<file path="config.mk">
export PLATFORM = sky130hd
export DESIGN_NAME = lpdrt_top
export DESIGN_NICKNAME = d
export VERILOG_FILES = /design/src/logic/lpdrt_pkg.sv /design/src/logic/lpdrt_if.sv /design/src/logic/lpdrt_decode.sv /design/src/logic/lpdrt_top.sv
export SDC_FILE = /design/constraint.sdc
export NUM_CORES = 1
export LEC_CHECK = 0
export BUFFER_PORTS_ARGS = -buffer_cell sky130_fd_sc_hd__buf_2
export CORE_UTILIZATION = 52
export DETAILED_ROUTE_END_ITERATION = 16
export PLACE_DENSITY_LB_ADDON = 0.12
export SLEW_MARGIN = 20
export SYNTH_ARGS = -nofsm -noshare
export SYNTH_HDL_FRONTEND = slang
export SYNTH_SLANG_ARGS = --single-unit
</file>
<file path="constraint.sdc">
create_clock -name clk_sys -period 2.91 [get_ports clk_sys]
set_input_delay 0.582 -clock clk_sys [delete_from_list [all_inputs] [get_ports clk_sys]]
set_output_delay 0.582 -clock clk_sys [all_outputs]
set_load 0.02 [all_outputs]
</file>
<file path="src/logic/lpdrt_pkg.sv">
// lpdrt_pkg: register map, field layout and reset values of the low power dac/ref/tia control block
// assumes one 100 mhz clock and a plain register port with 32-bit data
package lpdrt_pkg;
  // ------------------------------------------------------------
  // register byte offsets
  // ------------------------------------------------------------
  localparam logic [15:0] ADDR_REFERENCE_POWER_CONTROL = 16'h2050;
  localparam logic [15:0] ADDR_BIAS_DAC_OUTPUT_CODES = 16'h2120;
  localparam logic [15:0] ADDR_COMMON_MODE_SWITCH_SELECT = 16'h235c;
  localparam logic [15:0] ADDR_DAC_CONTROL_REGISTER = 16'h2400;
  localparam logic [15:0] ADDR_TIA_SWITCH_REGISTER = 16'h2404;
  localparam logic [15:0] ADDR_TIA_CONTROL_REGISTER = 16'h2408;
  // ------------------------------------------------------------
  // field layout
  // ------------------------------------------------------------
  localparam int FINE_LSB = 0;
  localparam int FINE_W = 12;
  localparam int COARSE_LSB = 12;
  localparam int COARSE_W = 6;
  localparam int CODES_W = 18;
  localparam int BANDGAP_PD_BIT = 0;
  localparam int BUFFER_PD_BIT = 1;
  localparam int REF_W = 2;
  localparam int CM_ENABLE_BIT = 3;
  localparam int CM_RSVD_W = 3;
  localparam int DAC_WRITE_ENABLE_BIT = 0;
  localparam int GAIN_LSB = 5;
  localparam int GAIN_W = 5;
  localparam int DIODE_SW_BIT = 0;
  localparam int EXT_RES_SW_BIT = 9;
  localparam int FEEDBACK_SW_BIT = 10;
  localparam int TIA_SW_W = 16;
  // ------------------------------------------------------------
  // reset values
  // ------------------------------------------------------------
  localparam logic [31:0] RESET_VALUE = 32'h0000_0000;
  localparam logic [31:0] UNMAPPED_READ = 32'h0000_0000;
endpackage : lpdrt_pkg

</file>
<file path="src/logic/lpdrt_if.sv">
// lpdrt_if: register write strobes and data carried from the decoder to the register bank
// assumes both ends run on clk_sys
`timescale 1ns/1ps
interface lpdrt_if;
  logic wr_ref;
  logic wr_codes;
  logic wr_cm;
  logic wr_dacctl;
  logic wr_tiasw;
  logic wr_tiactl;
  logic [31:0] wdata;
  modport dec (output wr_ref, output wr_codes, output wr_cm, output wr_dacctl, output wr_tiasw,
    output wr_tiactl, output wdata);
  modport bank (input wr_ref, input wr_codes, input wr_cm, input wr_dacctl, input wr_tiasw,
    input wr_tiactl, input wdata);
endinterface : lpdrt_if

</file>
<file path="src/logic/lpdrt_decode.sv">
// lpdrt_decode: turns the address and write strobe into one write strobe per register
// assumes addresses and strobes synchronous to clk_sys
`timescale 1ns/1ps
module lpdrt_decode (
  input wire logic [15:0] addr,
  input wire logic wr_en,
  input wire logic [31:0] wr_data,
  lpdrt_if.dec wr
);
  assign wr.wr_ref = wr_en && (addr == lpdrt_pkg::ADDR_REFERENCE_POWER_CONTROL);
  assign wr.wr_codes = wr_en && (addr == lpdrt_pkg::ADDR_BIAS_DAC_OUTPUT_CODES);
  assign wr.wr_cm = wr_en && (addr == lpdrt_pkg::ADDR_COMMON_MODE_SWITCH_SELECT);
  assign wr.wr_dacctl = wr_en && (addr == lpdrt_pkg::ADDR_DAC_CONTROL_REGISTER);
  assign wr.wr_tiasw = wr_en && (addr == lpdrt_pkg::ADDR_TIA_SWITCH_REGISTER);
  assign wr.wr_tiactl = wr_en && (addr == lpdrt_pkg::ADDR_TIA_CONTROL_REGISTER);
  assign wr.wdata = wr_data;
endmodule : lpdrt_decode

</file>
<file path="src/logic/lpdrt_top.sv">
// lpdrt_top: register bank driving the low power bias dac codes, reference power-downs,
// common-mode switches and tia switch controls
// assumes a plain register port on clk_sys; analog parts sit outside and follow the outputs
//
// Strobed register access was decided locally.
`timescale 1ns/1ps
module lpdrt_top (
  input wire logic clk_sys,
  input wire logic rst_n,
  input wire logic [15:0] addr,
  input wire logic [31:0] wr_data,
  input wire logic wr_en,
  input wire logic rd_en,
  output logic [31:0] rd_data,
  output logic [11:0] fine_dac_code,
  output logic [5:0] coarse_dac_code,
  output logic ref_buffer_power_down,
  output logic bandgap_power_down,
  output logic common_mode_switch_enable,
  output logic [4:0] tia_gain_resistor_select,
  output logic force_sense_switch_close,
  output logic protection_diode_switch,
  output logic external_gain_resistor_switch,
  output logic buffer_feedback_switch,
  output logic [15:0] tia_switch_state
);
  // ------------------------------------------------------------
  // state
  // ------------------------------------------------------------
  lpdrt_if wr ();
  logic [lpdrt_pkg::CODES_W-1:0] codes;
  logic [lpdrt_pkg::REF_W-1:0] refctl;
  logic cm_en;
  logic [lpdrt_pkg::CM_RSVD_W-1:0] cm_rsvd;
  logic dac_we;
  logic [lpdrt_pkg::GAIN_W-1:0] gain;
  logic [lpdrt_pkg::TIA_SW_W-1:0] tiasw;
  logic force_sense;
  logic [lpdrt_pkg::CODES_W-1:0] next_codes;
  logic [lpdrt_pkg::REF_W-1:0] next_refctl;
  logic next_cm_en;
  logic [lpdrt_pkg::CM_RSVD_W-1:0] next_cm_rsvd;
  logic next_dac_we;
  logic [lpdrt_pkg::GAIN_W-1:0] next_gain;
  logic [lpdrt_pkg::TIA_SW_W-1:0] next_tiasw;
  logic next_force_sense;
  logic [31:0] next_rd_data;

  lpdrt_decode u_decode (
    .addr(addr),
    .wr_en(wr_en),
    .wr_data(wr_data),
    .wr(wr)
  );

  // ------------------------------------------------------------
  // register next values
  // ------------------------------------------------------------
  always_comb begin
    next_codes = codes;
    next_refctl = refctl;
    next_cm_en = cm_en;
    next_cm_rsvd = cm_rsvd;
    next_dac_we = dac_we;
    next_gain = gain;
    next_tiasw = tiasw;
    if (wr.wr_dacctl) begin
      next_dac_we = wr.wdata[lpdrt_pkg::DAC_WRITE_ENABLE_BIT];
    end
    if (!dac_we) begin
      next_codes = '0;
    end else if (wr.wr_codes) begin
      next_codes = wr.wdata[lpdrt_pkg::CODES_W-1:0];
    end
    if (wr.wr_ref) begin
      next_refctl = wr.wdata[lpdrt_pkg::REF_W-1:0];
    end
    if (wr.wr_cm) begin
      next_cm_en = wr.wdata[lpdrt_pkg::CM_ENABLE_BIT];
      next_cm_rsvd = wr.wdata[lpdrt_pkg::CM_RSVD_W-1:0];
    end
    if (wr.wr_tiactl) begin
      next_gain = wr.wdata[lpdrt_pkg::GAIN_LSB +: lpdrt_pkg::GAIN_W];
    end
    if (wr.wr_tiasw) begin
      next_tiasw = wr.wdata[lpdrt_pkg::TIA_SW_W-1:0];
    end
    // loaded from the next gain so the force/sense switches move with the field, from a flop
    next_force_sense = (next_gain != '0);
  end

  always_ff @(posedge clk_sys or negedge rst_n) begin
    if (!rst_n) begin
      codes <= '0;
      refctl <= '0;
      cm_en <= 1'b0;
      cm_rsvd <= '0;
      dac_we <= 1'b0;
      gain <= '0;
      tiasw <= '0;
      force_sense <= 1'b0;
    end else begin
      codes <= next_codes;
      refctl <= next_refctl;
      cm_en <= next_cm_en;
      cm_rsvd <= next_cm_rsvd;
      dac_we <= next_dac_we;
      gain <= next_gain;
      tiasw <= next_tiasw;
      force_sense <= next_force_sense;
    end
  end

  // ------------------------------------------------------------
  // read path
  // ------------------------------------------------------------
  always_comb begin
    next_rd_data = lpdrt_pkg::UNMAPPED_READ;
    if (rd_en) begin
      unique case (addr)
        lpdrt_pkg::ADDR_REFERENCE_POWER_CONTROL: next_rd_data = {30'h0, refctl};
        lpdrt_pkg::ADDR_BIAS_DAC_OUTPUT_CODES: next_rd_data = {14'h0, codes};
        lpdrt_pkg::ADDR_COMMON_MODE_SWITCH_SELECT: next_rd_data = {28'h0, cm_en, cm_rsvd};
        lpdrt_pkg::ADDR_DAC_CONTROL_REGISTER: next_rd_data = {31'h0, dac_we};
        lpdrt_pkg::ADDR_TIA_SWITCH_REGISTER: next_rd_data = {16'h0, tiasw};
        lpdrt_pkg::ADDR_TIA_CONTROL_REGISTER: next_rd_data = {22'h0, gain, 5'h0};
        default: next_rd_data = lpdrt_pkg::UNMAPPED_READ;
      endcase
    end
  end

  always_ff @(posedge clk_sys or negedge rst_n) begin
    if (!rst_n) begin
      rd_data <= lpdrt_pkg::RESET_VALUE;
    end else begin
      rd_data <= next_rd_data;
    end
  end

  // ------------------------------------------------------------
  // analog control outputs
  // ------------------------------------------------------------
  assign fine_dac_code = codes[lpdrt_pkg::FINE_LSB +: lpdrt_pkg::FINE_W];
  assign coarse_dac_code = codes[lpdrt_pkg::COARSE_LSB +: lpdrt_pkg::COARSE_W];
  assign ref_buffer_power_down = refctl[lpdrt_pkg::BUFFER_PD_BIT];
  assign bandgap_power_down = refctl[lpdrt_pkg::BANDGAP_PD_BIT];
  assign common_mode_switch_enable = cm_en;
  assign tia_gain_resistor_select = gain;
  assign force_sense_switch_close = force_sense;
  assign protection_diode_switch = tiasw[lpdrt_pkg::DIODE_SW_BIT];
  assign external_gain_resistor_switch = tiasw[lpdrt_pkg::EXT_RES_SW_BIT];
  assign buffer_feedback_switch = tiasw[lpdrt_pkg::FEEDBACK_SW_BIT];
  assign tia_switch_state = tiasw;

  // ------------------------------------------------------------
  // assertions
  // ------------------------------------------------------------
  // the assertions decode the raw pins themselves (the code covers use wr.wr_codes), so a decoder fault cannot hide behind its own strobes
  function automatic logic bus_hit(input logic strobe, input logic [15:0] a, input logic [15:0] reg_addr);
    return strobe && (a == reg_addr);
  endfunction : bus_hit

  // every offset that the read mux answers with register contents
  function automatic logic is_mapped(input logic [15:0] a);
    return (a == lpdrt_pkg::ADDR_REFERENCE_POWER_CONTROL) || (a == lpdrt_pkg::ADDR_BIAS_DAC_OUTPUT_CODES)
      || (a == lpdrt_pkg::ADDR_COMMON_MODE_SWITCH_SELECT) || (a == lpdrt_pkg::ADDR_DAC_CONTROL_REGISTER)
      || (a == lpdrt_pkg::ADDR_TIA_SWITCH_REGISTER) || (a == lpdrt_pkg::ADDR_TIA_CONTROL_REGISTER);
  endfunction : is_mapped
endmodule : lpdrt_top

</file>
### After elaboration in Yosys (flattened, before gate mapping)

Index checks and enable logic that the tools add are counted.

* bits in registers: 79
* latch bits: 0
* memory bits (writable): 0
* ROM bits: 0
* input port bits: 52
* output and inout port bits: 78
* logic and storage cells: 28
* memories: 0

* $add $sub $neg: 0
* multipliers: 0
* divide/modulo/power cells: 0
* $lt $le $gt $ge: 0
* equality and inequality tests: 7
* shifts and indexed selects: 0
* muxes and demuxes: 5
* bitwise operators: 0
* reduce and logical (&&, ||, !) cells: 7

Operator list (count)
* $pmux W18 S6: 1
* $eq A16 B14 Y1 const B: 6
* $mux W18: 3
* $logic_and A1 B1 Y1: 6
* $mux W5: 1
* $reduce_bool A5 Y1: 1
* $ne A2 B1 Y1 const B: 1

### Logic depth before layout (Yosys ltp)

Gate-level depths: netlist (run 1).

* word-level depth: 4
* mapped depth: 7
* gate-level depth less buffers: 5

### Modules after synthesis

From an unflattened synthesis (run 1), not the netlist that was laid out.

* cells, all modules: 283
* area total of the unflattened synthesis: 3440.8 sq um

By module, submodules not included
* lpdrt_top: instances 1, cells an instance 232, area an instance 3062.9 sq um, seq. area each 1626.6 sq um
* lpdrt_decode: instances 1, cells an instance 51, area an instance 377.9 sq um, seq. area each 0.0 sq um

### Least setup slack after synthesis (run 1)

OpenSTA, ideal clock, no wires.

* path type: input to register
* start point: in addr[12]
* end point: reg tiasw (netlist bit tia_switch_state[10])
* library setup time: 0.125 ns
* data arrival time: 2.000 ns
* data required time: 2.785 ns
* setup slack: 0.785 ns
* stages: 7
* path buffers: 2
* cell sequence: nor4b_4 > and3_4 > and4b_1 > buf_6 > nand2_8 > buf_12 > mux2_4

* cells in the longest elaborated chain, start to end: 2

Ends and longest elaborated chain
* start, declared: RTL line lpdrt_top.sv:10 `input wire logic [15:0] addr,`
* $eq A16 B14 Y1: RTL line lpdrt_decode.sv:14 `assign wr.wr_tiasw = wr_en && (addr == lpdrt_pkg::ADDR_TIA_SWITCH_REGISTER);`
* $logic_and A1 B1 Y1: RTL line lpdrt_decode.sv:14
* end signal, assigned: RTL line lpdrt_top.sv:109 `tiasw <= next_tiasw;`
* end, declared: RTL line lpdrt_top.sv:37 `logic [lpdrt_pkg::TIA_SW_W-1:0] tiasw;`

No other way between the ends.
A chain may end at the register's enable or synchronous reset.

### Final worst setup path (run 1)

* start point: in addr[2]
* end point: reg codes[11] in the netlist's numbering

* cells in the longest elaborated chain, start to end: 3

Ends and longest elaborated chain
* $eq A16 B14 Y1: RTL line lpdrt_decode.sv:11 `assign wr.wr_codes = wr_en && (addr == lpdrt_pkg::ADDR_BIAS_DAC_OUTPUT_CODES);`
* $logic_and A1 B1 Y1: RTL line lpdrt_decode.sv:11
* $ne A2 B1 Y1 (no line)
* end signal, assigned: RTL line lpdrt_top.sv:103 `codes <= next_codes;`
* end, declared: RTL line lpdrt_top.sv:31 `logic [lpdrt_pkg::CODES_W-1:0] codes;`

No other way between the ends.

==> results of run 1 <==
==> critical path, cell delays in order <==
cell      delay, ns
buf_2          0.14
or4_4          0.53
nor3_2         0.22
nand4_2        0.43
buf_4          0.33
nand2_1        0.06
a21boi_1       0.06
==> cell usage in the layout (no fill, tap or decap), drive strengths merged, types with 2 or more instances in the layout <==
master	n
nor3b	3
mux2i	5
a22oi	9
a21oi	3
nor4	3
nor4b	2
a222oi	8
a21boi	14
and4b	2
nor2	18
nand3	16
nand2	19
nor2b	5
mux2	28
conb	14
clkinvlp	3
dfrtp	65
or4	4
buf	109
clkbuf	10
and3	6
==> stage by stage <==
stage	util [%]	area (um^2)
after global routing	67.11	3786
final	67.11	3786
after floorplan	-	3166
after global placement	63.50	3582
after detailed placement	63.50	3582
after CTS	67.11	3786
==> cell families after synthesis <==
family                 synth area share [%]
flip-flops                            52.19
buffers and inverters                 7.668
AND/OR/NAND/NOR                       16.86
AO/OA/AOI/OAI                         10.24
other                                0.1203
multiplexers                          12.93
==> layer usage <==
layer  routed length [um]  share of wire (%)  vias up  global-route usage (%)
met1                 3002                 42     1172                   30.67
li1                     -                  -     1097                       -
met5                    0                  0        -                       0
met3                  605                8.5       10                   5.371
met4                   95                1.3        0                   11.45
met2                 3399                 48      117                   39.91
==> cell usage after synthesis (2+ instances only) <==
cell      instances
a222oi_1          8
nand3_1          16
buf_4            18
nor4_1            2
mux2_4           10
nor2_1           18
buf_2             4
mux2i_1           5
nand2_1          17
buf_6             5
and3_1            5
or4_1             3
and4b_1           2
clkbuf_1          2
mux2_2           18
dfrtp_1          65
a21oi_1           2
nor2b_1           5
a21boi_1         14
a22oi_1           9
==> power groups by stage <==
stage	clock [W]	sequential [W]	combinational, W
6_report	0.000772	0.000903	0.0000980
3_5_place_dp	0	0.000921	0.0000987
2_1_floorplan	0	0.000921	0.0000478
4_1_cts	0.000795	0.000903	0.0000993
5_1_grt	0.000830	0.000903	0.000109
3_3_place_gp	0	0.000921	0.0000972
==> registers in the layout, indices dropped and copies added (netlist names) <==
signal                     cells
tia_gain_resistor_select       5
force_sense_switch_close       1
refctl                         2
rd_data                       18
codes                         18
cm_rsvd                        3
common_mode_switch_enable      1
dac_we                         1
tia_switch_state              16
==> worst min-delay path by stage <==
| stage | start | endpoint | slack [ns] |
|---|---|---|---|
| 2_1_floorplan | rst_n | cm_rsvd[0] | 0.29 |
| 3_3_place_gp | cm_rsvd[0] | cm_rsvd[0] | 0.49 |
| 3_5_place_dp | cm_rsvd[0] | cm_rsvd[0] | 0.50 |
| 4_1_cts | rst_n | tia_gain_resistor_select[2] | 0.40 |
| 5_1_grt | rst_n | codes[16] | 0.43 |
| 6_report | rst_n | codes[16] | 0.38 |
==> area by class of cell <==
cell class	instances	area, um^2	area share, %
clock buffers	10	137.6	3.635
clock inverters	6	66.31	1.751
multi-input cells	169	1300	34.34
flip-flops and latches	65	1627	42.96
well taps	72	90.09	2.379
repair buffers	109	565.5	14.94
==> summary.md, run 1 <==
| Metric | Value |
|---|---|
| Die width | `79.42 um` |
| PortBufs | `101` |
| DRC viols | `0` |
| Worst Setup End Kind | `flop` |
| Wire per inst | `roughly 16 um` |
| Crit Path Max Fanout | `13` |
| DIE AREA | `approximately 6300 um^2` |
| Critical R2R Launch | `tia_gain_resistor_select[2]` |
| Inserted Diodes | `0` |
| DP Worst Slack | `0.4041 ns` |
| Asr flop ratio synth | `100.0%` |
| Initial antenna violation count | `0` |
| Setup ws final | `roughly 0.75 ns` |
| CTS tree | `built` |
| PwrDens | `about 470 nW/um^2` |
| Via Count | `2396` |
| R2r endpoint | `force_sense_switch_close` |
| Routed Antenna Nets | `0` |
| Setup-failing EPs final | `0` |
| Reg2reg path depth | `3` |
| CTS buffer count | `9` |
| Layout cells sized above 1 | `46.24%` |
| Design Power | `0.001773 W` |
| Tcrit/Tclk final | `between 70% and 80%` |
| Top cell type's share of synthesized area | `52.19%` |
| Reg-to-reg slack, setup | `1.68 ns` |
| Peak supply drop | `0.0003287 V` |
| First-pass GRT wire length | `11540 um` |
| Fmax | `463.3 MHz` |
| Clk pin slew, worst setup/hold paths | `0.06 ns` |
| Register area share after synthesis | `52.19%` |
| Final hold violation count | `0` |
| Top cells by area, synth | `dfrtp_1 (52%), mux2_2 (6.5%), mux2_4 (4.8%)` |
| Status | `completed` |
| Worst min path class | `input port to async pin` |
| Post-Syn Area per Cell | `12.42 um^2` |
| Hold Buf Count CTS | `0` |
| Core box area | `5642 um^2` |
| Total track usage | `24.40%` |
| Data required, critical path | `3.13 ns` |
| Final Non-Filler Cells | `~430` |
| Max Slew Vio Count | `0` |
| Post-synth top area cell | `dfrtp_1` |
| Crit path launch | `addr[2]` |
| RSZ-0062 raised after global routing | `false` |
| CP Launch Type | `input port` |
| # clock sinks | `65` |
| PostCTS Resize Cnt | `0` |
| Post-CTS setup buffers | `0` |
| Switching Share | `23.77%` |
| CP arrival | `between 2 and 2.5 ns` |
| Switching pwr | `approximately 0.00042 W` |
| Worst rel slew slack | `between 30% and 40%` |
| CP Class | `input port to flop` |
| Worst setup path endpoint | `codes[11]` |
| Seq cells post-synth | `65` |
| Setup TNS | `0 ns` |
| Bufs on Longest Clock Path | `2` |
| Vias in the first global route | `2357` |
| Clk root buf | `clkbuf_8` |
| Initial DRT Pass Iterations | `5` |
| GRT overflow | `0` |
| Post-route minimum period | `2.159 ns` |
| Final nets | `406` |
| Ports | `130` |
| P_int | `0.001352 W` |
| Logic pwr share | `between 5 and 6%` |
| Starting DRT DRC Count | `163` |
| Maxcap violations | `0` |
| Final hold slack | `around 0.38 ns` |
| Sequential power share | `roughly half` |
| Post-Syn Area | `a little over 3000 um^2` |
| Fillers | `about 470` |
| Clock latency on the worst-skew pair | `0.34 ns` |
| Main synth FF type | `dfrtp_1` |
| Placed Cells | `between 400 and 500` |
| Die Y | `about 79 um` |
| Distinct cell type count of the synthesized netlist | `43` |
| Warnings from Yosys | `0` |
| Total wire length | `between 7000 and 8000 um` |
| # rows | `27` |
| Number of flops mapped to enable cells by yosys | `0` |
| Starting density of the core | `55.25%` |
| Area growth from synthesis to layout | `21.48%` |
| Synth Instances | `251` |
| Worst clock skew | `0.007761 ns` |
| DR vias/cell | `between 5 and 6` |
| H-tree levels | `3` |
| Leakage | `between 1.5 and 2 nW` |
| Routability cong. | `0.8134` |
| Clk network pwr share | `around 44%` |
| Largest net degree at the start of global routing | `42` |
| Detailed Place HPWL | `4832 um` |
| Worst Tran Pin Value | `0.9143 ns` |
Power figures use the tool's default switching activity.
==> inputs of run 2 (changes only) <==
- CORE_UTILIZATION: 52 -> 43
- clock period: 2.91 -> 1.8 ns (I/O delays scaled with it)
==> summary.md, run 2 (synthesized netlist as in run 1, its figures left out) <==
| Metric | Value |
|---|---|
| Post-route cell area | `4011 um^2 (+5.9%)` |
| DR vias/cell | `5.048 (-9.2%)` |
| DIE AREA | `7593 um^2 (+20%)` |
| Most frequent cells in the layout | `buf_2 (101), dfrtp_1 (65), buf_4 (25)` |
| Routability cong. | `0.7674 (-5.7%)` |
| DP Worst Slack | `-0.2676 ns (-0.6717 ns)` |
| Worst min path class | `input port to async pin` |
| Post-CTS setup buffers | `0 (unchanged)` |
| Max Slew Vio Count | `0 (unchanged)` |
| PortBufs | `101 (unchanged)` |
| Leakage | `2.106 nW (+5.5%)` |
| CTS tree | `built` |
| Vias in the first global route | `2371 (+0.59%)` |
| GRT overflow | `0 (unchanged)` |
| Bufs on Longest Clock Path | `2 (unchanged)` |
| Setup TNS | `0 ns (unchanged)` |
| Starting DRT DRC Count | `114 (-30%)` |
| Via Count | `2398 (+0.083%)` |
| Starting density of the core | `45.13% (-10 points)` |
| Clk pin slew, worst setup/hold paths | `0.07 ns (about the same)` |
| R2r endpoint | `force_sense_switch_close` |
| # clock sinks | `65 (unchanged)` |
| Setup ws final | `0.08952 ns (-0.6619 ns)` |
| Die Y | `87.14 um (+9.7%)` |
| PwrDens | `739.9 nW/um^2 (+58%)` |
| Core box area | `6907 um^2 (+22%)` |
| Routed Antenna Nets | `0 (unchanged)` |
| Clk root buf | `clkbuf_8` |
| Hold Buf Count CTS | `0 (unchanged)` |
| Fmax | `584.6 MHz` |
| Total wire length | `7440 um (+4.8%)` |
| H-tree levels | `3 (unchanged)` |
| Clock latency on the worst-skew pair | `0.34 ns (about the same)` |
| # rows | `30 (+11%)` |
| DRC viols | `0 (unchanged)` |
| Critical R2R Launch | `tia_gain_resistor_select[2]` |
| Ports | `130 (unchanged)` |
| Inserted Diodes | `0 (unchanged)` |
| Final nets | `426 (+4.9%)` |
| Tcrit/Tclk final | `approximately 95%` |
| Layout cells sized above 1 | `48.55% (+2.3 points)` |
| CP Class | `input port to flop` |
| Wire per inst | `15.66 um (-4.9%)` |
| Worst Tran Pin Value | `0.8456 ns (-0.06875 ns)` |
| Data required, critical path | `1.99 ns (-1.14 ns)` |
| Largest net degree at the start of global routing | `66 (+57%)` |
| Commonest non-fill, non-tap cell in the layout | `buf_2` |
| Crit path launch | `addr[13]` |
| Design Power | `0.002968 W (+67%)` |
| Reg2reg path depth | `3 (unchanged)` |
| CTS buffer count | `9 (unchanged)` |
| Area growth from synthesis to layout | `28.70%` |
| PostCTS Resize Cnt | `0 (unchanged)` |
| RSZ-0062 raised after global routing | `false` |
| Area of the multi-input gates | `1300 um^2 (unchanged)` |
| Initial antenna violation count | `0 (unchanged)` |
| CP Launch Type | `input port` |
| Maxcap violations | `0 (unchanged)` |
| Worst Setup End Kind | `flop` |
| Total track usage | `21.20% (-3.2 points)` |
| Reg-to-reg slack, setup | `0.56 ns (-1.12 ns)` |
| Crit Path Max Fanout | `16 (+3)` |
| DP Area | `3800 um^2 (+6.1%)` |
| First-pass GRT wire length | `11950 um (+3.5%)` |
| Sequential Area | `1627 um^2 (unchanged)` |
| Die width | `87.14 um (+9.7%)` |
| Worst clock skew | `0.007051 ns (-0.0007102 ns)` |
| Initial DRT Pass Iterations | `6 (+1)` |
| Peak supply drop | `0.0006364 V (+94%)` |
| Final hold violation count | `0 (unchanged)` |
| Worst rel slew slack | `43.63% (+4.6 points)` |
| CP arrival | `1.90 ns (-0.48 ns)` |
| Status | `completed` |
| Detailed Place HPWL | `4965 um (+2.7%)` |
| Fillers | `641 (+36%)` |
| Post-route minimum period | `1.710 ns` |
| Setup-failing EPs final | `0 (unchanged)` |
run 2: changes by cell type in the layout (fill, tap and decap cells not counted):
cell | previous run | this run
buf_12 | 0 | 3
buf_4 | 8 | 25
bufinv_16 | 1 | 2
clkbuf_1 | 0 | 2
clkbuf_8 | 10 | 9
clkinvlp_4 | 3 | 2
inv_6 | 1 | 0
run 2: through the flow:
stage | hold slack (ns) | util (%) | instances
floorplan | 0.06441 | - | 264
finish | 0.02167 | 58.08 | 475
detailed placement | 0.4027 | 55.02 | 459
global placement | 0.3999 | 55.02 | 459
global route | 0.03521 | 58.08 | 475
CTS | 0.02675 | 58.08 | 475
run 2: worst max-delay path: stages:
cell and delay (ns):
buf_2 0.09, nor4b_4 0.12, and3_4 0.18, and4b_1 0.16
buf_4 0.16, o31ai_4 0.69, nor2_1 0.12
run 2: worst max-delay path by stage:
stage,cells past startpoint,slack [ns],to
3_5_place_dp,7,-0.27,rd_data[3]
5_1_grt,7,0.04,rd_data[9]
6_report,7,0.09,rd_data[3]
4_1_cts,7,0.11,rd_data[7]
2_1_floorplan,7,-0.08,tia_switch_state[10]
3_3_place_gp,7,-0.24,rd_data[0]
run 2: per-layer routing:
metal | share of wire, % | track usage, % | vias up
met5 | 0 | 0 | -
met4 | 0 | 5.514 | 0
met3 | 6.6 | 7.014 | 0
met2 | 50 | 35.08 | 86
met1 | 44 | 26.84 | 1177
li1 | - | - | 1135
run 2: power by group:
group / switching [W] / total, W / internal [W]
clock network: 0.000551 / 0.00133 / 0.000778
registers: 0.000000234 / 0.00146 / 0.00146
logic: 0.000116 / 0.000179 / 0.0000629
run 2: cell type report:
class | instances | area share, %
Multi-Input combinational cell | 169 | 32.41
Clock inverter | 5 | 1.996
Sequential cell | 65 | 40.55
Timing Repair Buffer | 129 | 18.78
Tap cell | 96 | 2.994
Clock buffer | 11 | 3.275
